===== config.mk =====
export PLATFORM = sky130hd
export DESIGN_NAME = scc_sensor_flat
export DESIGN_NICKNAME = d
export VERILOG_FILES = /design/src/scc_pkg.sv /design/src/scc_link_if.sv /design/src/scc_sync.sv /design/src/scc_sensor.sv /design/src/flat_wrapper.sv
export SDC_FILE = /design/constraint.sdc
export NUM_CORES = 1
export LEC_CHECK = 0
export BUFFER_PORTS_ARGS = -buffer_cell sky130_fd_sc_hd__buf_2
export CAP_MARGIN = 20
export CORE_MARGIN = 2
export CORE_UTILIZATION = 42
export DETAILED_ROUTE_END_ITERATION = 12
export GPL_TIMING_DRIVEN = 0
export PLACE_DENSITY_LB_ADDON = 0.3
export SYNTH_ARGS = -nofsm -noshare
export SYNTH_HDL_FRONTEND = slang
export SYNTH_SLANG_ARGS = --single-unit

===== constraint.sdc =====
create_clock -name sys_clk -period 26.1 [get_ports sys_clk]
set_input_delay 0 -clock sys_clk [delete_from_list [all_inputs] [get_ports sys_clk]]
set_output_delay 0 -clock sys_clk [all_outputs]
set_load 0.02 [all_outputs]

===== src/scc_pkg.sv =====
/*
 Shared constants for the sensor control channel link: sensor register
 map, receiver register map, status word layout and timing counts.
 Assumes both ends run on one 10 MHz sys_clk.
*/
package scc_pkg;
  // sensor register byte addresses
  localparam logic [6:0] SR_ROWS_LO = 7'h01;
  localparam logic [6:0] SR_ROWS_HI = 7'h02;
  localparam logic [6:0] SR_EXP_SRC = 7'h29;
  localparam logic [6:0] SR_EXP_LO = 7'h2a;
  localparam logic [6:0] SR_EXP_HI = 7'h2b;
  localparam logic [6:0] SR_OUT_MODE = 7'h48;
  localparam logic [6:0] SR_OVH_LEN = 7'h49;
  localparam logic [6:0] SR_TRAIN_LO = 7'h4e;
  localparam logic [6:0] SR_TRAIN_HI = 7'h4f;
  localparam logic [6:0] SR_PIN_A_SEL = 7'h6c;
  localparam logic [6:0] SR_PIN_B_SEL = 7'h6d;
  // out mode register fields
  localparam int OM_OUTS_LSB = 0;
  localparam int OM_WIDE_BIT = 2;
  // sensor register reset values
  localparam logic [15:0] ROWS_RST = 16'h0800;
  localparam logic [15:0] EXP_LEN_RST = 16'h0800;
  localparam logic [7:0] OVH_LEN_RST = 8'h0a;
  localparam logic [11:0] TRAIN_RST = 12'h3a5;
  // status word bit positions
  localparam int CW_PIX = 0;
  localparam int CW_ROW = 1;
  localparam int CW_FRAME = 2;
  localparam int CW_BURST_OH = 3;
  localparam int CW_LINE_OH = 4;
  localparam int CW_FOT = 5;
  localparam int CW_EXP_A = 6;
  localparam int CW_EXP_B = 7;
  localparam int CW_ONE = 9;
  localparam logic [11:0] CW_IDLE = 12'h200;
  // readout and exposure timing, in pixel periods
  localparam int BURST_PIX = 128;
  localparam int EXP_MULT = 129;
  localparam int OVH_NUM = 43;
  localparam int OVH_DEN = 100;
  // bit clock: 4 sys_clk per bit, low half then high half
  localparam int BIT_CYC = 4;
  localparam int WORD_NARROW = 10;
  localparam int WORD_WIDE = 12;
  localparam int DATA_LINES = 16;
  // host register word addresses
  localparam logic [3:0] HR_SENS_ADDR = 4'h0;
  localparam logic [3:0] HR_SENS_WR = 4'h1;
  localparam logic [3:0] HR_SENS_RD = 4'h2;
  localparam logic [3:0] HR_PULSE = 4'h3;
  localparam logic [3:0] HR_CFG = 4'h4;
  localparam logic [3:0] HR_STATUS = 4'h5;
  localparam logic [3:0] HR_PIX_CNT = 4'h6;
  localparam logic [3:0] HR_LAST_PIX = 4'h7;
  // exposure pins held this long so the 3-flop sampler sees them
  localparam logic [3:0] PIN_PULSE_CYC = 4'h8;
endpackage


===== src/scc_link_if.sv =====
/*
 Link between the sensor end and the receiver end: serial lines, bit
 clock, exposure pins, status pins and the sensor register port.
 Assumes the register port runs on the sys_clk shared by both ends.
*/
`timescale 1ns/1ps
interface scc_link_if;
  logic link_clk;
  logic ctrl_line;
  logic [15:0] data_line;
  logic exposure_start_pin;
  logic readout_trigger_pin;
  logic status_pin_a;
  logic status_pin_b;
  logic [6:0] reg_addr;
  logic [7:0] reg_wdata;
  logic reg_wr;
  logic reg_rd;
  logic [7:0] reg_rdata;
  modport sensor(output link_clk, ctrl_line, data_line, status_pin_a,
    status_pin_b, reg_rdata, input exposure_start_pin,
    readout_trigger_pin, reg_addr, reg_wdata, reg_wr, reg_rd);
  modport receiver(input link_clk, ctrl_line, data_line, status_pin_a,
    status_pin_b, reg_rdata, output exposure_start_pin,
    readout_trigger_pin, reg_addr, reg_wdata, reg_wr, reg_rd);
endinterface


===== src/scc_sync.sv =====
/*
 Three-flop sampler for a signal from outside the sys_clk domain.
 A change is taken once the second and third stages agree.
*/
`timescale 1ns/1ps
module scc_sync (
  input wire logic sys_clk, // clock
  input wire logic arst_n, // async reset
  input wire logic d, // asynchronous input
  output logic q // filtered level
);
  logic s1;
  logic s2;
  logic s3;

  always_ff @(posedge sys_clk or negedge arst_n) begin
    if (!arst_n) begin
      s1 <= 1'b0;
      s2 <= 1'b0;
      s3 <= 1'b0;
      q <= 1'b0;
    end else begin
      s1 <= d;
      s2 <= s1;
      s3 <= s2;
      if (s2 == s3) begin
        q <= s3;
      end
    end
  end
endmodule


===== src/scc_sensor.sv =====
/*
 Sensor end: register file, exposure/readout sequencer, status word
 and 16 data serializers, bit clock made by division of sys_clk.
 Assumes sys_clk is the master clock; a pixel period is one word time.
*/
// Decided for this implementation: strobed register access.
`timescale 1ns/1ps
module scc_sensor import scc_pkg::*; (
  input wire logic sys_clk, // master clock
  input wire logic arst_n, // async reset, active low
  scc_link_if.sensor lnk, // link to receiver
  output logic frame_busy // sequencer not idle
);
  typedef enum logic [1:0] {ST_IDLE, ST_EXPOSE, ST_FOT, ST_READ} scc_st_t;

  logic exp_src;
  logic [15:0] exp_len;
  logic [15:0] rows;
  logic [7:0] ovh_len;
  logic [11:0] train;
  logic [2:0] pin_a_sel;
  logic [2:0] pin_b_sel;
  logic [1:0] outs;
  logic wide;
  logic wide_l;
  logic start_lvl;
  logic trig_lvl;
  logic start_prev;
  logic trig_prev;
  logic start_pend;
  logic trig_pend;
  logic [1:0] bit_cnt;
  logic [3:0] bit_idx;
  logic bit_tick;
  logic pix_tick;
  scc_st_t st;
  logic [31:0] tcnt;
  logic [15:0] row;
  logic [2:0] burst;
  logic [7:0] col;
  logic [11:0] cword;
  logic [11:0] sh [DATA_LINES+1];

  // pixel period count of the frame overhead share: 129 * 0.43 * ovh
  function automatic logic [31:0] fot_cycles(input logic [7:0] ovh);
    logic [31:0] v;
    v = (32'(ovh) * 32'(EXP_MULT * OVH_NUM)) / 32'(OVH_DEN);
    return (v == 32'h0) ? 32'h1 : v;
  endfunction
  function automatic logic sel_bit(input logic [2:0] s,
                                   input logic [11:0] w);
    unique case (s)
      3'h0: sel_bit = w[CW_EXP_A];
      3'h1: sel_bit = w[CW_EXP_B];
      3'h2: sel_bit = w[CW_PIX];
      3'h3: sel_bit = w[CW_ROW];
      3'h4: sel_bit = w[CW_FRAME];
      default: sel_bit = 1'b0;
    endcase
  endfunction

  // register writes
  always_ff @(posedge sys_clk or negedge arst_n) begin
    if (!arst_n) begin
      exp_src <= 1'b0;
      exp_len <= EXP_LEN_RST;
      rows <= ROWS_RST;
      ovh_len <= OVH_LEN_RST;
      train <= TRAIN_RST;
      pin_a_sel <= 3'h0;
      pin_b_sel <= 3'h0;
      outs <= 2'h0;
      wide <= 1'b0;
    end else if (lnk.reg_wr) begin
      case (lnk.reg_addr)
        SR_EXP_SRC: exp_src <= lnk.reg_wdata[0];
        SR_EXP_LO: exp_len[7:0] <= lnk.reg_wdata;
        SR_EXP_HI: exp_len[15:8] <= lnk.reg_wdata;
        SR_ROWS_LO: rows[7:0] <= lnk.reg_wdata;
        SR_ROWS_HI: rows[15:8] <= lnk.reg_wdata;
        SR_OVH_LEN: ovh_len <= lnk.reg_wdata;
        SR_TRAIN_LO: train[7:0] <= lnk.reg_wdata;
        SR_TRAIN_HI: train[11:8] <= lnk.reg_wdata[3:0];
        SR_PIN_A_SEL: pin_a_sel <= lnk.reg_wdata[2:0];
        SR_PIN_B_SEL: pin_b_sel <= lnk.reg_wdata[2:0];
        SR_OUT_MODE: begin
          outs <= lnk.reg_wdata[OM_OUTS_LSB +: 2];
          wide <= lnk.reg_wdata[OM_WIDE_BIT];
        end
        default: ;
      endcase
    end
  end

  // register reads, answered in the following cycle
  always_ff @(posedge sys_clk or negedge arst_n) begin
    if (!arst_n) begin
      lnk.reg_rdata <= 8'h00;
    end else if (lnk.reg_rd) begin
      case (lnk.reg_addr)
        SR_EXP_SRC: lnk.reg_rdata <= {7'h00, exp_src};
        SR_EXP_LO: lnk.reg_rdata <= exp_len[7:0];
        SR_EXP_HI: lnk.reg_rdata <= exp_len[15:8];
        SR_ROWS_LO: lnk.reg_rdata <= rows[7:0];
        SR_ROWS_HI: lnk.reg_rdata <= rows[15:8];
        SR_OVH_LEN: lnk.reg_rdata <= ovh_len;
        SR_TRAIN_LO: lnk.reg_rdata <= train[7:0];
        SR_TRAIN_HI: lnk.reg_rdata <= {4'h0, train[11:8]};
        SR_PIN_A_SEL: lnk.reg_rdata <= {5'h00, pin_a_sel};
        SR_PIN_B_SEL: lnk.reg_rdata <= {5'h00, pin_b_sel};
        SR_OUT_MODE: lnk.reg_rdata <= {5'h00, wide, outs};
        default: lnk.reg_rdata <= 8'h00;
      endcase
    end
  end

  scc_sync u_start (.sys_clk(sys_clk), .arst_n(arst_n),
    .d(lnk.exposure_start_pin), .q(start_lvl));
  scc_sync u_trig (.sys_clk(sys_clk), .arst_n(arst_n),
    .d(lnk.readout_trigger_pin), .q(trig_lvl));

  assign bit_tick = (bit_cnt == 2'(BIT_CYC - 1));
  assign pix_tick = bit_tick &&
    (bit_idx == (wide_l ? 4'(WORD_WIDE - 1) : 4'(WORD_NARROW - 1)));

  // edges are held until the next word boundary; a new edge beats clear
  always_ff @(posedge sys_clk or negedge arst_n) begin
    if (!arst_n) begin
      start_prev <= 1'b0;
      trig_prev <= 1'b0;
      start_pend <= 1'b0;
      trig_pend <= 1'b0;
    end else begin
      start_prev <= start_lvl;
      trig_prev <= trig_lvl;
      if (start_lvl && !start_prev) begin
        start_pend <= 1'b1;
      end else if (pix_tick) begin
        start_pend <= 1'b0;
      end
      if (trig_lvl && !trig_prev) begin
        trig_pend <= 1'b1;
      end else if (pix_tick) begin
        trig_pend <= 1'b0;
      end
    end
  end

  // bit clock divider; the width change waits for a word boundary
  always_ff @(posedge sys_clk or negedge arst_n) begin
    if (!arst_n) begin
      bit_cnt <= 2'h0;
      bit_idx <= 4'h0;
      wide_l <= 1'b0;
      lnk.link_clk <= 1'b0;
    end else begin
      bit_cnt <= bit_cnt + 2'h1;
      lnk.link_clk <= (bit_cnt >= 2'h1) && (bit_cnt < 2'h3);
      if (pix_tick) begin
        bit_idx <= 4'h0;
        wide_l <= wide;
      end else if (bit_tick) begin
        bit_idx <= bit_idx + 4'h1;
      end
    end
  end

  // status word for the word about to start
  always_comb begin
    cword = CW_IDLE;
    if (st == ST_READ) begin
      cword[CW_PIX] = (col != 8'h00);
      cword[CW_ROW] = !(col == 8'h00 && burst == 3'h0);
      cword[CW_FRAME] = !(col == 8'h00 && burst == 3'h0 &&
                          row == 16'h0000);
      cword[CW_BURST_OH] = (col == 8'h00);
      cword[CW_LINE_OH] = (col == 8'h00 && burst == 3'h0);
    end
    cword[CW_FOT] = (st == ST_FOT);
    // both groups share one exposure; overhead hides them
    cword[CW_EXP_A] = (st == ST_EXPOSE) && !cword[CW_FOT];
    cword[CW_EXP_B] = (st == ST_EXPOSE) && !cword[CW_FOT];
  end

  // sequencer, steps once per pixel period; no exposure during readout
  always_ff @(posedge sys_clk or negedge arst_n) begin
    if (!arst_n) begin
      st <= ST_IDLE;
      tcnt <= 32'h0;
      row <= 16'h0000;
      burst <= 3'h0;
      col <= 8'h00;
      frame_busy <= 1'b0;
    end else if (pix_tick) begin
      frame_busy <= (st != ST_IDLE);
      unique case (st)
        ST_IDLE: begin
          if (exp_src && start_pend) begin
            // a trigger in the same word skips ST_EXPOSE and goes straight to overhead
            st <= trig_pend ? ST_FOT : ST_EXPOSE;
            tcnt <= fot_cycles(ovh_len);
          end else if (!exp_src && trig_pend) begin
            st <= ST_EXPOSE;
            tcnt <= 32'(EXP_MULT) * 32'(exp_len);
          end
        end
        ST_EXPOSE: begin
          if (exp_src ? trig_pend : (tcnt <= 32'h1)) begin
            st <= ST_FOT;
            tcnt <= fot_cycles(ovh_len);
          end else begin
            tcnt <= tcnt - 32'h1;
          end
        end
        ST_FOT: begin
          if (tcnt <= 32'h1) begin
            st <= ST_READ;
            row <= 16'h0000;
            burst <= 3'h0;
            col <= 8'h00;
          end else begin
            tcnt <= tcnt - 32'h1;
          end
        end
        ST_READ: begin
          if (col != 8'(BURST_PIX)) begin
            col <= col + 8'h01;
          end else begin
            col <= 8'h00;
            // 16 outs: 1 burst per row, 8: 2, 4: 4, 2: 8
            if (burst == 3'((1 << outs) - 1)) begin
              burst <= 3'h0;
              if (row >= rows - 16'h0001) begin
                st <= ST_IDLE;
              end else begin
                row <= row + 16'h0001;
              end
            end else begin
              burst <= burst + 3'h1;
            end
          end
        end
      endcase
    end
  end

  // serializers, MSB first from bit 11; narrow words sit left-justified
  for (genvar i = 0; i <= DATA_LINES; i++) begin : g_ser
    logic [11:0] word;
    logic [3:0] src;
    always_comb begin
      // duplicate channel data on unused outputs
      src = 4'(i) & ~4'((1 << outs) - 1);
      if (i == DATA_LINES) begin
        word = cword;
      end else if (cword[CW_PIX]) begin
        word = {src, burst[0], 7'(col - 8'h01)};
      end else begin
        word = train;
      end
      if (!wide) begin
        word = {word[9:0], 2'b00};
      end
    end
    always_ff @(posedge sys_clk or negedge arst_n) begin
      if (!arst_n) begin
        sh[i] <= 12'h000;
      end else if (pix_tick) begin
        sh[i] <= word;
      end else if (bit_tick) begin
        sh[i] <= {sh[i][10:0], 1'b0};
      end
    end
    if (i == DATA_LINES) begin : g_ctl
      assign lnk.ctrl_line = sh[i][11];
    end else begin : g_dat
      assign lnk.data_line[i] = sh[i][11];
    end
  end

  // status pins track the word on the line
  always_ff @(posedge sys_clk or negedge arst_n) begin
    if (!arst_n) begin
      lnk.status_pin_a <= 1'b0;
      lnk.status_pin_b <= 1'b0;
    end else if (pix_tick) begin
      lnk.status_pin_a <= sel_bit(pin_a_sel, cword);
      lnk.status_pin_b <= sel_bit(pin_b_sel, cword);
    end
  end
endmodule


===== src/flat_wrapper.sv =====
// flat-port wrapper written by rule: the top's interface ports become plain ports
module scc_sensor_flat import scc_pkg::*;
  (sys_clk, arst_n, frame_busy, lnk_link_clk, lnk_ctrl_line, lnk_data_line, lnk_status_pin_a, lnk_status_pin_b, lnk_reg_rdata, lnk_exposure_start_pin, lnk_readout_trigger_pin, lnk_reg_addr, lnk_reg_wdata, lnk_reg_wr, lnk_reg_rd);
  scc_link_if lnk_i ();
  input wire logic sys_clk;
  input wire logic arst_n;
  output logic frame_busy;
  output wire logic [$bits(lnk_i.link_clk)-1:0] lnk_link_clk;
  output wire logic [$bits(lnk_i.ctrl_line)-1:0] lnk_ctrl_line;
  output wire logic [$bits(lnk_i.data_line)-1:0] lnk_data_line;
  output wire logic [$bits(lnk_i.status_pin_a)-1:0] lnk_status_pin_a;
  output wire logic [$bits(lnk_i.status_pin_b)-1:0] lnk_status_pin_b;
  output wire logic [$bits(lnk_i.reg_rdata)-1:0] lnk_reg_rdata;
  input wire logic [$bits(lnk_i.exposure_start_pin)-1:0] lnk_exposure_start_pin;
  input wire logic [$bits(lnk_i.readout_trigger_pin)-1:0] lnk_readout_trigger_pin;
  input wire logic [$bits(lnk_i.reg_addr)-1:0] lnk_reg_addr;
  input wire logic [$bits(lnk_i.reg_wdata)-1:0] lnk_reg_wdata;
  input wire logic [$bits(lnk_i.reg_wr)-1:0] lnk_reg_wr;
  input wire logic [$bits(lnk_i.reg_rd)-1:0] lnk_reg_rd;
  assign lnk_link_clk = lnk_i.link_clk;
  assign lnk_ctrl_line = lnk_i.ctrl_line;
  assign lnk_data_line = lnk_i.data_line;
  assign lnk_status_pin_a = lnk_i.status_pin_a;
  assign lnk_status_pin_b = lnk_i.status_pin_b;
  assign lnk_reg_rdata = lnk_i.reg_rdata;
  assign lnk_i.exposure_start_pin = lnk_exposure_start_pin;
  assign lnk_i.readout_trigger_pin = lnk_readout_trigger_pin;
  assign lnk_i.reg_addr = lnk_reg_addr;
  assign lnk_i.reg_wdata = lnk_reg_wdata;
  assign lnk_i.reg_wr = lnk_reg_wr;
  assign lnk_i.reg_rd = lnk_reg_rd;
  scc_sensor u_core (.sys_clk(sys_clk), .arst_n(arst_n), .lnk(lnk_i), .frame_busy(frame_busy));
endmodule

# Yosys cells after proc, flatten, opt, wreduce, memory -nomap -nowiden
# Cells that the tools add are included.
# classes
add_sub_neg	9
multipliers	2
div	1
order_cmp	4
eq_ne	36
shifts	1
muxes	105
n_bitwise	1
n_reduce_logical	47
# op_table
cell	count
two-way mux 12 bit	67
two-way mux 32 bit	5
one-hot mux 32 bit (3 select lines)	1
one-hot mux 8 bit (11 select lines)	1
two-way mux 16 bit	4
equality test 7 bit (second input constant)	6
divider 21 x 7 -> 32 bit (second input constant)	1
less-or-equal comparator 32 x 1 -> 1 bit (second input constant)	1
zero test 32 bit	1
one-hot mux 16 bit (2 select lines)	1
subtractor 32 x 1 -> 32 bit (second input constant)	1
multiplier 8 x 16 -> 24 bit (first input constant)	1
AND reduction 2 bit	11
equality test 7 x 6 -> 1 bit (second input constant)	3
multiplier 8 x 13 -> 21 bit (second input constant)	1
two-way mux 2 bit	9
adder 16 x 1 -> 16 bit (second input constant)	1
greater-or-equal comparator 16 bit	1
zero test 16 bit	1
two-way mux 8 bit	2
one-hot mux 8 bit (2 select lines)	1
subtractor 16 x 1 -> 16 bit (second input constant)	1
!= test 2 bit (second input constant)	7
equality test 3 x 2 -> 1 bit (second input constant)	4
41 further kinds	74
# totals
reg_bits	358
latchBits	0
ram_bits	0
romBits	0
wordCells	260
mem_count	0

# Logic depth before layout (Yosys ltp)
# Gate-level depths: netlist of run 1.
# logic_depth
word_depth	8
ltp_mapped	49
mapped_depth_nobuf	42

# By module
# From an unflattened synthesis of run 1, not the netlist that was laid out.
# unflattened
hier_cells	2008
hier_area_um2	17326.6
# by_module_without_submodules
mod	instances	cells_per_inst	area_each_um2	seq_area_each_um2
scc_sensor	1	1998	17103.9	4892.2
scc_sync	2	5	111.4	100.1

# Least setup slack after synthesis of run 1
# Ideal clock, no wire load.
# synth_path
kind	register -> register
from	register u_core.ovh_len[3]
to	register u_core.tcnt[1]
setup_ns	0.131
arrival_ns	11.060
setup_slack_ns	14.908
path_stages_with_launch	44
period_less_slack_ns	11.192
path_cell_list	dfstp_2 -> ha_1 -> fa_1 -> inv_1 -> fa_1 -> fa_1 -> inv_1 -> ha_1 -> buf_2 -> nand2_1 -> o21ai_1 -> nor4_1 -> a211o_1 -> or2_1 -> buf_4 -> nor4_4 -> a21oi_2 -> o21a_1 -> [... 8 more ...] -> a21o_1 -> a211oi_1 -> o21ai_2 -> mux2i_2 -> a41o_1 -> or4_4 -> and2_4 -> a311o_1 -> o211a_2 -> and4_4 -> or3_4 -> o311ai_1 -> nor2_1 -> or3_1 -> a311oi_2 -> a21o_1 -> a21oi_1 -> or3_1
# synth_between
elab_chain_len	6
word_cells_on_any_way	7
# synth_rtl
element	line_no	text
start, declared	scc_sensor.sv:19	logic [7:0] ovh_len;
start signal, assigned	scc_sensor.sv:81	SR_OVH_LEN: ovh_len <= lnk.reg_wdata;
multiplier 8 x 13 -> 21 bit (*)	scc_sensor.sv:47	v = (32'(ovh) * 32'(EXP_MULT * OVH_NUM)) / 32'(OVH_DEN);
divider 21 x 7 -> 32 bit (*)	scc_sensor.sv:47	
zero test 32 bit	scc_sensor.sv:48	return (v == 32'h0) ? 32'h1 : v;
two-way mux 32 bit (*)	scc_sensor.sv:48	
two-way mux 32 bit (on tied branches)	scc_sensor.sv:208, scc_sensor.sv:198	
one-hot mux 32 bit (3 select lines) (*)	scc_sensor.sv:196	unique case (st)
end signal, assigned	scc_sensor.sv:201	tcnt <= fot_cycles(ovh_len);
end signal, assigned	scc_sensor.sv:210	tcnt <= fot_cycles(ovh_len);
end signal, assigned	scc_sensor.sv:212	tcnt <= tcnt - 32'h1;
end, declared	scc_sensor.sv:37	logic [31:0] tcnt;
# Every way passes the cells marked *; elsewhere a longest branch is shown, timed or not.
# A chain may end at the register's enable or synchronous reset.

# Worst setup path after layout of run 1
# layout_path
from	register u_core.ovh_len[2]
to	register u_core.tcnt[1]
# Same word-level chain as after synthesis.

==> results of run 1 <==
## cell usage in the layout (no fill, tap or decap), drive strengths merged, types with 31 or more instances in the layout
master    n
buf      88
inv     103
nand3    62
nand2   152
clkbuf   78
ha      112
o21ai   140
a22oi    31
xnor2    56
xor2     49
a21oi   138
o211ai   34
dfrtp   193
nor2    217
o22ai    33
mux2     72
nor3     42
## cell families (layout without fill, tap and decap cells)
| kind of cell | count (synthesis) | after routing | synth area share, % |
|---|---|---|---|
| xor gates and xnor gates | 105 | 105 | 5.58 |
| and+or+nand+nor | 647 | 647 | 18.4 |
| adders and majority gates | 143 | 143 | 11.6 |
| DFF | 203 | 203 | 29.9 |
| muxes | 89 | 89 | 5.83 |
| buffers and inverters | 192 | 289 | 4.83 |
| AOI/OAI and AO/OA | 588 | 588 | 23.8 |
## registers in the layout, indices dropped and copies added, names as in the netlist, 2 cells and up
name,cells
u_core.sh,33
u_core.tcnt,32
u_core.exp_len,16
u_core.lnk.data_line,16
u_core.row,16
u_core.rows,16
u_core.train,12
u_core.col,8
u_core.lnk.reg_rdata,8
u_core.ovh_len,8
u_core.bit_idx,4
u_core.burst,3
u_core.pin_a_sel,3
u_core.pin_b_sel,3
u_core.bit_cnt,2
u_core.outs,2
u_core.st,2
## cell usage after synthesis (9+ instances only)
library cell / instances / share of area [%]
o31ai_1: 10 / 0.44
inv_1: 102 / 2.3
a211oi_1: 12 / 0.53
nor4_1: 23 / 0.85
a221oi_1: 15 / 0.77
nor2_1: 216 / 4.8
xor2_1: 49 / 2.5
o21a_1: 11 / 0.49
ha_1: 112 / 8.2
o22ai_1: 33 / 1.2
buf_4: 23 / 1.0
o2111ai_1: 9 / 0.46
a21o_1: 22 / 0.97
buf_2: 12 / 0.35
nand4_1: 15 / 0.55
nand2_1: 152 / 3.4
nor3_1: 40 / 1.2
dfstp_2: 10 / 1.5
fa_1: 26 / 3.1
or3_1: 15 / 0.55
nor2b_1: 17 / 0.63
o21ai_1: 16 / 0.47
o211ai_1: 33 / 1.5
dfrtp_1: 193 / 28
and3_1: 23 / 0.85
xnor2_1: 52 / 2.7
nand2b_1: 28 / 1.0
a22oi_1: 30 / 1.3
a31oi_1: 24 / 0.88
clkbuf_1: 49 / 1.1
mux2_2: 71 / 4.7
mux2i_1: 15 / 0.88
a21oi_1: 130 / 3.8
o21ai_0: 120 / 3.5
nand3_1: 61 / 1.8
## critical path: cells and delay by family (launching register included)
kind | cells | cell delay, ns
AO/OA/AOI/OAI | 20 | 5.59
flip-flops | 1 | 0.47
buffers and inverters | 4 | 0.65
adder cells (fa/ha/maj) | 5 | 2.43
multiplexers | 1 | 0.59
AND/OR/NAND/NOR | 9 | 2.45
XOR/XNOR | 2 | 0.70
## worst paths after layout
kind / from / end / slack [ns] / cells after the start
max reg2reg: u_core.ovh_len[2] / u_core.tcnt[1] / 13.05 / 41
min: lnk_reg_rd / u_core.lnk.reg_rdata[3] / 0.01 / 2
max in group asynchronous: arst_n / u_core.ovh_len[3] / 25.02 / 3
max: u_core.ovh_len[2] / u_core.tcnt[1] / 13.05 / 41
min reg2reg: u_core.u_trig.s1 / u_core.u_trig.s2 / 0.36 / 0
min in group asynchronous: arst_n / u_core.lnk.data_line[0] / 0.08 / 2
## metal layers
layer	vias up	share of wire, %	track usage [%]
li1	7403	-	-
met1	7520	46	30.6
met2	413	48	38.5
met3	54	3.9	1.81
met4	0	1.8	5.04
met5	-	0	0
## per-stage QoR
| step | hold WS, ns | worst slack, ns | util (%) |
|---|---|---|---|
| finish | 0.0108 | 13.05 | 47.2 |
| global route | 0.0237 | 12.20 | 47.2 |
| CTS | 0.00928 | 13.32 | 47.2 |
| detailed placement | 0.105 | 13.37 | 45.1 |
| global placement | 0.112 | 13.42 | 44.9 |
| floorplan | -0.296 | 14.91 | - |
## area by class of cell
type                       count  share of cell area, %
clock inverter                11                  0.606
tap                          525                   3.50
timing repair buffer          57                   1.97
clock buffer                  29                   3.34
multi-input combinational   1572                   59.1
sequential                   203                   27.1
inverter                     102                   2.04
buffer                        90                   2.34
==> flow_metrics.env, run 1 <==
export IMPL_place_gp_congestion=0.929
export IMPL_criticalPathCategory="flip-flop to flip-flop"
export IMPL_yosysWarnings=0
export IMPL_synth_edff_count=0
export IMPL_finalWirelength_um=47200
export IMPL_io_buffers=45
export IMPL_grt_max_degree=103
export IMPL_die_w_um=205
export IMPL_synthArstFlopShare_pct=100
export IMPL_drive_gt1_share_pct=13.2
export IMPL_numCtsBuffers=22
export IMPL_clkTransAtPathRegs_ns=0.07
export IMPL_ctsResizeCount=0
export IMPL_slew_headroom_pct=34.2
export IMPL_cp_required_ns=26.51
export IMPL_synthToLayoutAreaGrowth_pct=10.4
export IMPL_finalSetupViolCount=0
export IMPL_crit_path_start_kind="flip-flop"
export IMPL_grtUsageTotal_pct=22.3
export IMPL_cap_violations=0
export IMPL_coreArea_um2=39800
export IMPL_crit_path_end_kind="flip-flop"
export IMPL_ant_nets=0
export IMPL_tightest_slew_ns=0.987
export IMPL_synth_cell_types=110
export IMPL_vias=15400
export IMPL_routed_via_density=5.94
export IMPL_start_util_pct=42.7
export IMPL_grt_pass1_vias=14900
export IMPL_period_share_pct=50.0
export IMPL_max_stage_delay_ns=0.59
export IMPL_detailed_place_hpwl_um=35800
export IMPL_critPathMaxFanout=10
export IMPL_max_freq_mhz=76.6
export IMPL_netlist_area_um2=17000
export IMPL_die_h_um=205
export IMPL_cts_hold_buf=10
export IMPL_hold_viol=0
export IMPL_slew_violations=0
export IMPL_ys_ff_latch=203
export IMPL_rsz0062_at_grt="false"
export IMPL_antenna_found_initial=0
export IMPL_synthFlopType="dfrtp_1"
export IMPL_cts_root_buf="clkbuf_16"
export IMPL_yosysSeqAreaShare_pct=29.9
export IMPL_synth_cells=1967
export IMPL_fillers=3927
export IMPL_initialDrtViolationCount=1334
export IMPL_drt_pass1_iter_count=5
export IMPL_drc=0
export IMPL_postPlaceCellArea_um2=17900
export IMPL_worst_skew_pair_late_latency_ns=0.52
export IMPL_numClockSinks=203
export IMPL_cts_htree_levels=1
export IMPL_design_area_um2=18800
export IMPL_cp_arrival_ns=13.46
export IMPL_seqCellArea_um2=5090
export IMPL_multi_input_area_um2=11100
export IMPL_cts_setup_buffers=0
export IMPL_status="complete, no violations"
export IMPL_overflow=0
export IMPL_routedWlPerCell_um=18.2
export IMPL_grt_first_pass_wirelength_um=77600
export IMPL_dieArea_um2=42100
export IMPL_hold_path_class="input port to flip-flop"
export IMPL_fin_nets=2207
export IMPL_rows=73
export IMPL_io_pins=50
export IMPL_antenna_cells=0
export IMPL_finalSetupTns_ns=0
export IMPL_final_cells=2589
export IMPL_slowest_stage="mux2i_1"
export IMPL_syn_num_nets=2126
export IMPL_tritoncts="built"
export IMPL_placed_cells=2539
export IMPL_cts_buffer_depth=3
export IMPL_clock_skew_ns=0.0203
export IMPL_period_minus_slack_ns=13.05
export IMPL_avgSynthCellArea_um2=8.65
Power of run 1 is left out: the tool's default activity adds up to more than one toggle a clock period on the data nets, which glitch-free logic cannot reach.
==> run 2: changes to the inputs <==
Settings changed: ABC_AREA from default to 1.
Clock period 26.1 ns to 13.45 ns, I/O delays scaled along.
==> run 2 against run 1 <==
Effect of this change:
- die area shrank 4.0%
- design area shrank 3.0%
- critical endpoint is now u_core.tcnt[0]
- critical path depth up 39
- non-clock buffer count down 28
- final cell count rose by 11%
- flip-flop and latch count unchanged
- via count shrank 1.1%
- largest cell class unchanged
- wire length shrank 7.0%
- count of clock-buffer cells in the layout rose by 6
- critical path type unchanged
- area after synthesis shrank 4.0%
- register-to-register slack worse by 10 ns
==> flow_metrics.env, run 2 <==
export IMPL_cts_htree_levels=1
export IMPL_clkTransAtPathRegs_ns=0.06
export IMPL_most_common_layout_cells="nand2_1 (549), inv_1 (308), dfrtp_1 (193), nor2_1 (171), o21ai_0 (162)"
export IMPL_hold_start="lnk_reg_addr[6]"
export IMPL_ctsResizeCount=0
export IMPL_rr_endpoint="u_core.tcnt[0]"
export IMPL_grtUsageTotal_pct=21.7
export IMPL_grt_max_degree=117
export IMPL_cts_root_buf="clkbuf_16"
export IMPL_period_minus_slack_ns=10.80
export IMPL_ys_ff_latch=203
export IMPL_hold_viol=0
export IMPL_start_util_pct=42.4
export IMPL_numCtsBuffers=23
export IMPL_top_regs="u_core.sh (33), u_core.tcnt (32)"
export IMPL_crit_path_end_kind="flip-flop"
export IMPL_dieArea_um2=40500
export IMPL_max_freq_mhz=92.6
export IMPL_cpMostUsedCell="nand2_1"
export IMPL_synthFlopType="dfrtp_1"
export IMPL_synth_cell_types=67
export IMPL_synth_area_top_cells="dfrtp_1 (30%), nand2_1 (13%), ha_1 (8.5%)"
export IMPL_clock_skew_ns=0.0215
export IMPL_largest_reg_flops=33
export IMPL_reg2reg_depth=80
export IMPL_cp_required_ns=13.87
export IMPL_drive_gt1_share_pct=11.2
export IMPL_placed_cells=2816
export IMPL_grt_pass1_vias=14400
export IMPL_final_cells=2871
export IMPL_worst_skew_pair_late_latency_ns=0.54
export IMPL_fillers=3878
export IMPL_rsz0062_at_grt="false"
export IMPL_yosysTopAreaCell="dfrtp_1"
export IMPL_finalSetupViolCount=0
export IMPL_cp_arrival_ns=11.22
export IMPL_coreArea_um2=38500
export IMPL_antenna_found_initial=0
export IMPL_regToRegStartpoint="u_core.ovh_len[4]"
export IMPL_overflow=0
export IMPL_drc=0
export IMPL_numClockSinks=203
export IMPL_yosysMostFrequentCell="nand2_1"
export IMPL_initialDrtViolationCount=1056
export IMPL_io_pins=50
export IMPL_synthArstFlopShare_pct=100
export IMPL_routed_via_density=5.30
export IMPL_cts_buffer_depth=3
export IMPL_period_share_pct=80.3
export IMPL_reg2reg_slack_ns=2.65
export IMPL_fin_nets=2495
export IMPL_slew_violations=0
export IMPL_finalWirelength_um=43900
export IMPL_synth_edff_count=0
export IMPL_drt_pass1_iter_count=6
export IMPL_vias=15200
export IMPL_criticalPathCategory="flip-flop to flip-flop"
export IMPL_finalSetupTns_ns=0
export IMPL_ant_nets=0
export IMPL_tightest_slew_ns=1.07
export IMPL_detailed_place_hpwl_um=34300
export IMPL_routedWlPerCell_um=15.3
export IMPL_die_w_um=201
export IMPL_status="complete, no violations"
export IMPL_crit_path_start_kind="flip-flop"
export IMPL_fin_util_pct=47.4
export IMPL_final_common_cell="nand2_1"
export IMPL_io_buffers=48
export IMPL_synth_cells=2247
export IMPL_synth_commonest_cells="nand2_1 (549), inv_1 (308), dfrtp_1 (193)"
export IMPL_avgSynthCellArea_um2=7.27
export IMPL_tritoncts="built"
export IMPL_syn_num_nets=2405
export IMPL_critPathMaxFanout=10
export IMPL_synthDominantCellAreaShare_pct=29.6
export IMPL_slowest_stage="fa_1"
export IMPL_place_gp_congestion=0.916
export IMPL_synthToLayoutAreaGrowth_pct=11.6
export IMPL_rows=72
export IMPL_hold_path_class="input port to flip-flop"
export IMPL_post_place_ws_ns=2.66
export IMPL_path_delay_family="simple AND/OR/NAND/NOR gates"
export IMPL_yosysWarnings=0
export IMPL_min_to="u_core.pin_a_sel[1]"
export IMPL_grt_first_pass_wirelength_um=72500
export IMPL_die_h_um=201
export IMPL_critPathBufInv=6
export IMPL_holdPathStages=5
export IMPL_setup_slack_ns=2.65
export IMPL_yosysSeqAreaShare_pct=31.2
export IMPL_cap_violations=0
export IMPL_slew_headroom_pct=28.3
export IMPL_max_stage_delay_ns=0.61
export IMPL_netlist_area_um2=16300
export IMPL_antenna_cells=0
export IMPL_top_register="u_core.sh"
==> run 2: cell types whose count changed after synthesis, sizes merged, moves of 28 or more <==
cell	before	now
nand2	152	617
inv	102	336
nand3	62	155
mux2	72	6
a21oi	138	87
xnor2	56	15
nor2	217	184
o21ai	140	172
a22oi	31	3
nand2b	28	0
nand4	16	44
o211ai	34	6
==> run 2: layout make-up <==
class                      instances  area [um2]  area share, %
multi-input combinational       1650        9690           53.2
clock buffer                      35         701           3.84
clock inverter                     6        95.1          0.522
sequential                       203        5090           27.9
timing repair buffer              65         455           2.50
tap                              518         648           3.56
buffer                            54         272           1.49
inverter                         340        1280           7.00
==> run 2: kinds of logic after synthesis <==
logic type / synth area share, %
flip-flops: 31.2
AO/OA/AOI/OAI: 13.2
multiplexers: 0.414
buffers and inverters: 9.48
adder cells (fa/ha/maj): 11.8
XOR/XNOR: 3.26
AND/OR/NAND/NOR: 30.6
==> run 2: worst max path at each step <==
stage | from | to | slack [ns] | cells after the start
finish | u_core.ovh_len[4] | u_core.tcnt[0] | 2.65 | 80
global route | u_core.ovh_len[4] | u_core.tcnt[0] | 1.48 | 78
CTS | u_core.ovh_len[3] | u_core.tcnt[0] | 2.63 | 82
detailed placement | u_core.ovh_len[4] | u_core.tcnt[0] | 2.66 | 80
global placement | u_core.ovh_len[3] | u_core.tcnt[0] | 2.87 | 82
floorplan | u_core.ovh_len[3] | u_core.tcnt[0] | 4.22 | 86
==> run 2: worst reg2reg max path: cells and delay by family (launching register included) <==
family | cells | cell delay, ns
buf+inv | 6 | 0.51
fa+ha+maj | 5 | 2.38
flops | 1 | 0.49
simple gates | 69 | 7.34
==> run 2: per-stage QoR <==
stage / area [um2] / hold slack [ns]
3_5_place_dp: 17300 / -0.182
4_1_cts: 18200 / 0.0103
2_1_floorplan: 16300 / -0.296
3_3_place_gp: 17200 / 0.108
6_report: 18200 / 0.0153
5_1_grt: 18200 / 0.0585
==> run 2: what timing repair did <==
action | in CTS | in global routing
setup endpoints to repair | 0 | 0
endpoints found under the hold margin | 162 | 0
setup buffers | 0 | 0
hold buffers | 14 | 0
==> run 2: layer usage <==
layer	up-vias	routed length, um	share of wire, %	track usage, %
li1	7559	-	-	-
met1	7159	20200	46	30.5
met2	427	20100	46	35.2
met4	0	1400	3.2	7.35
met5	-	0	0	0
met3	78	2260	5.1	2.14
Power of run 2 is left out for the same reason.
==> run 3: changes to the inputs <==
Clock period 13.45 ns to 10.9 ns, I/O delays scaled along.
==> run 3 against run 2 <==
Effect of this change:
- hold slack improved by 0.0024 ns
- critical path type unchanged
- count of clock-buffer cells in the layout did not move
- global-route usage unchanged
- fmax is 6.2% higher
- first-iteration DRC count grew 12%
- core utilization increased by 1.7 points
- critical endpoint unchanged
- register-to-register slack got worse by 1.9 ns
- final cell count rose by 1.2%
==> flow_metrics.env, run 3 (synthesized netlist as in run 2, its figures left out) <==
export IMPL_numClockSinks=203
export IMPL_io_pins=50
export IMPL_finalWirelength_um=44700
export IMPL_slowest_stage="fa_1"
export IMPL_cp_required_ns=11.31
export IMPL_critPathMaxFanout=10
export IMPL_fin_nets=2530
export IMPL_most_common_layout_cells="nand2_1 (530), inv_1 (308), dfrtp_1 (188), nor2_1 (171), o21ai_0 (160)"
export IMPL_grt_first_pass_wirelength_um=72500
export IMPL_drc=0
export IMPL_vias=15400
export IMPL_max_freq_mhz=98.3
export IMPL_top_register="u_core.sh"
export IMPL_overflow=0
export IMPL_routed_via_density=5.29
export IMPL_multi_input_area_um2=10000
export IMPL_die_w_um=201
export IMPL_crit_path_end_kind="flip-flop"
export IMPL_drive_gt1_share_pct=14.4
export IMPL_period_minus_slack_ns=10.17
export IMPL_numCtsBuffers=23
export IMPL_max_stage_delay_ns=0.58
export IMPL_fillers=3805
export IMPL_top_regs="u_core.sh (33), u_core.tcnt (32)"
export IMPL_crit_path_start_kind="flip-flop"
export IMPL_clock_skew_ns=0.0220
export IMPL_drt_pass1_iter_count=5
export IMPL_status="complete, no violations"
export IMPL_io_buffers=48
export IMPL_reg2reg_slack_ns=0.73
export IMPL_placed_cells=2816
export IMPL_dieArea_um2=40500
export IMPL_start_util_pct=42.4
export IMPL_antenna_cells=0
export IMPL_coreArea_um2=38500
export IMPL_slew_violations=0
export IMPL_grt_max_degree=117
export IMPL_grt_pass1_vias=14400
export IMPL_seqCellArea_um2=5100
export IMPL_setup_slack_ns=0.729
export IMPL_antenna_found_initial=0
export IMPL_rows=72
export IMPL_worst_skew_pair_late_latency_ns=0.54
export IMPL_ant_nets=0
export IMPL_clkTransAtPathRegs_ns=0.07
export IMPL_cts_htree_levels=1
export IMPL_largest_reg_flops=33
export IMPL_cts_buffer_depth=3
export IMPL_finalSetupViolCount=0
export IMPL_detailed_place_hpwl_um=34300
export IMPL_finalSetupTns_ns=0
export IMPL_holdPathStages=5
export IMPL_initialDrtViolationCount=1187
export IMPL_cts_root_buf="clkbuf_16"
export IMPL_cp_arrival_ns=10.58
export IMPL_whs_ns=0.0177
export IMPL_grtUsageTotal_pct=21.7
export IMPL_post_place_ws_ns=0.112
export IMPL_period_share_pct=93.3
export IMPL_reg2reg_depth=81
export IMPL_cap_violations=0
export IMPL_tritoncts="built"
export IMPL_criticalPathCategory="flip-flop to flip-flop"
export IMPL_final_common_cell="nand2_1"
export IMPL_die_h_um=201
export IMPL_tightest_slew_ns=1.08
export IMPL_place_gp_congestion=0.916
export IMPL_synthToLayoutAreaGrowth_pct=15.5
export IMPL_hold_viol=0
export IMPL_routedWlPerCell_um=15.4
export IMPL_hold_path_class="input port to flip-flop"
export IMPL_cpMostUsedCell="nand2_1"
export IMPL_slew_headroom_pct=27.4
export IMPL_final_cells=2906
==> run 3: cell count changes in the layout (fill, tap and decap cells not counted), moves of 8 or more <==
cell / before / now
buf_4: 16 / 51
nand2_1: 549 / 530
nand2_2: 41 / 52
nand3_1: 142 / 133
ha_1: 111 / 103
ha_4: 0 / 8
==> run 3: layer usage <==
metal | global-route usage, % | routed length, um
met5 | 0 | 0
met2 | 35.2 | 20700
met3 | 2.14 | 2150
met4 | 7.35 | 1420
met1 | 30.5 | 20500
==> run 3: worst max-delay path, delay by kind of cell (launching register included) <==
kind | cells | cell delay (ns)
buf+inv | 7 | 0.81
compound gates | 2 | 0.37
simple gates | 68 | 6.45
fa+ha+maj | 4 | 1.79
flops | 1 | 0.57
==> run 3: final timing paths <==
check	endpoint	from
hold reg to reg	u_core.u_trig.s2	u_core.u_trig.s1
setup reg to reg	u_core.tcnt[0]	u_core.ovh_len[3]
hold / removal	u_core.pin_a_sel[2]	lnk_reg_addr[6]
max in group asynchronous	u_core.tcnt[6]	arst_n
setup / recovery	u_core.tcnt[0]	u_core.ovh_len[3]
min in group asynchronous	u_core.tcnt[27]	arst_n
==> run 3: layout make-up <==
cell class	count	area share, %
repair buffers	100	3.81
flip-flops and latches	203	27.0
clock buffers	35	3.71
clock inverters	6	0.504
multi-input cells	1650	53.3
well taps	518	3.44
plain buffers	54	1.44
inverters	340	6.81
==> run 3: timing repair <==
action | 4_1_cts | 5_1_grt
buffers inserted | 0 | 35
resized for setup | 0 | 74
hold buffers | 14 | 0
endpoints found under the setup margin | 0 | 4
hold endpoints to repair | 162 | 0
==> run 3: per-stage QoR <==
stage	util [%]	cell area, um2
after floorplan	-	16300
after global placement	44.8	17200
after detailed placement	45.0	17300
after CTS	47.4	18200
after global routing	49.0	18900
final	49.0	18900
Power of run 3 is left out for the same reason.
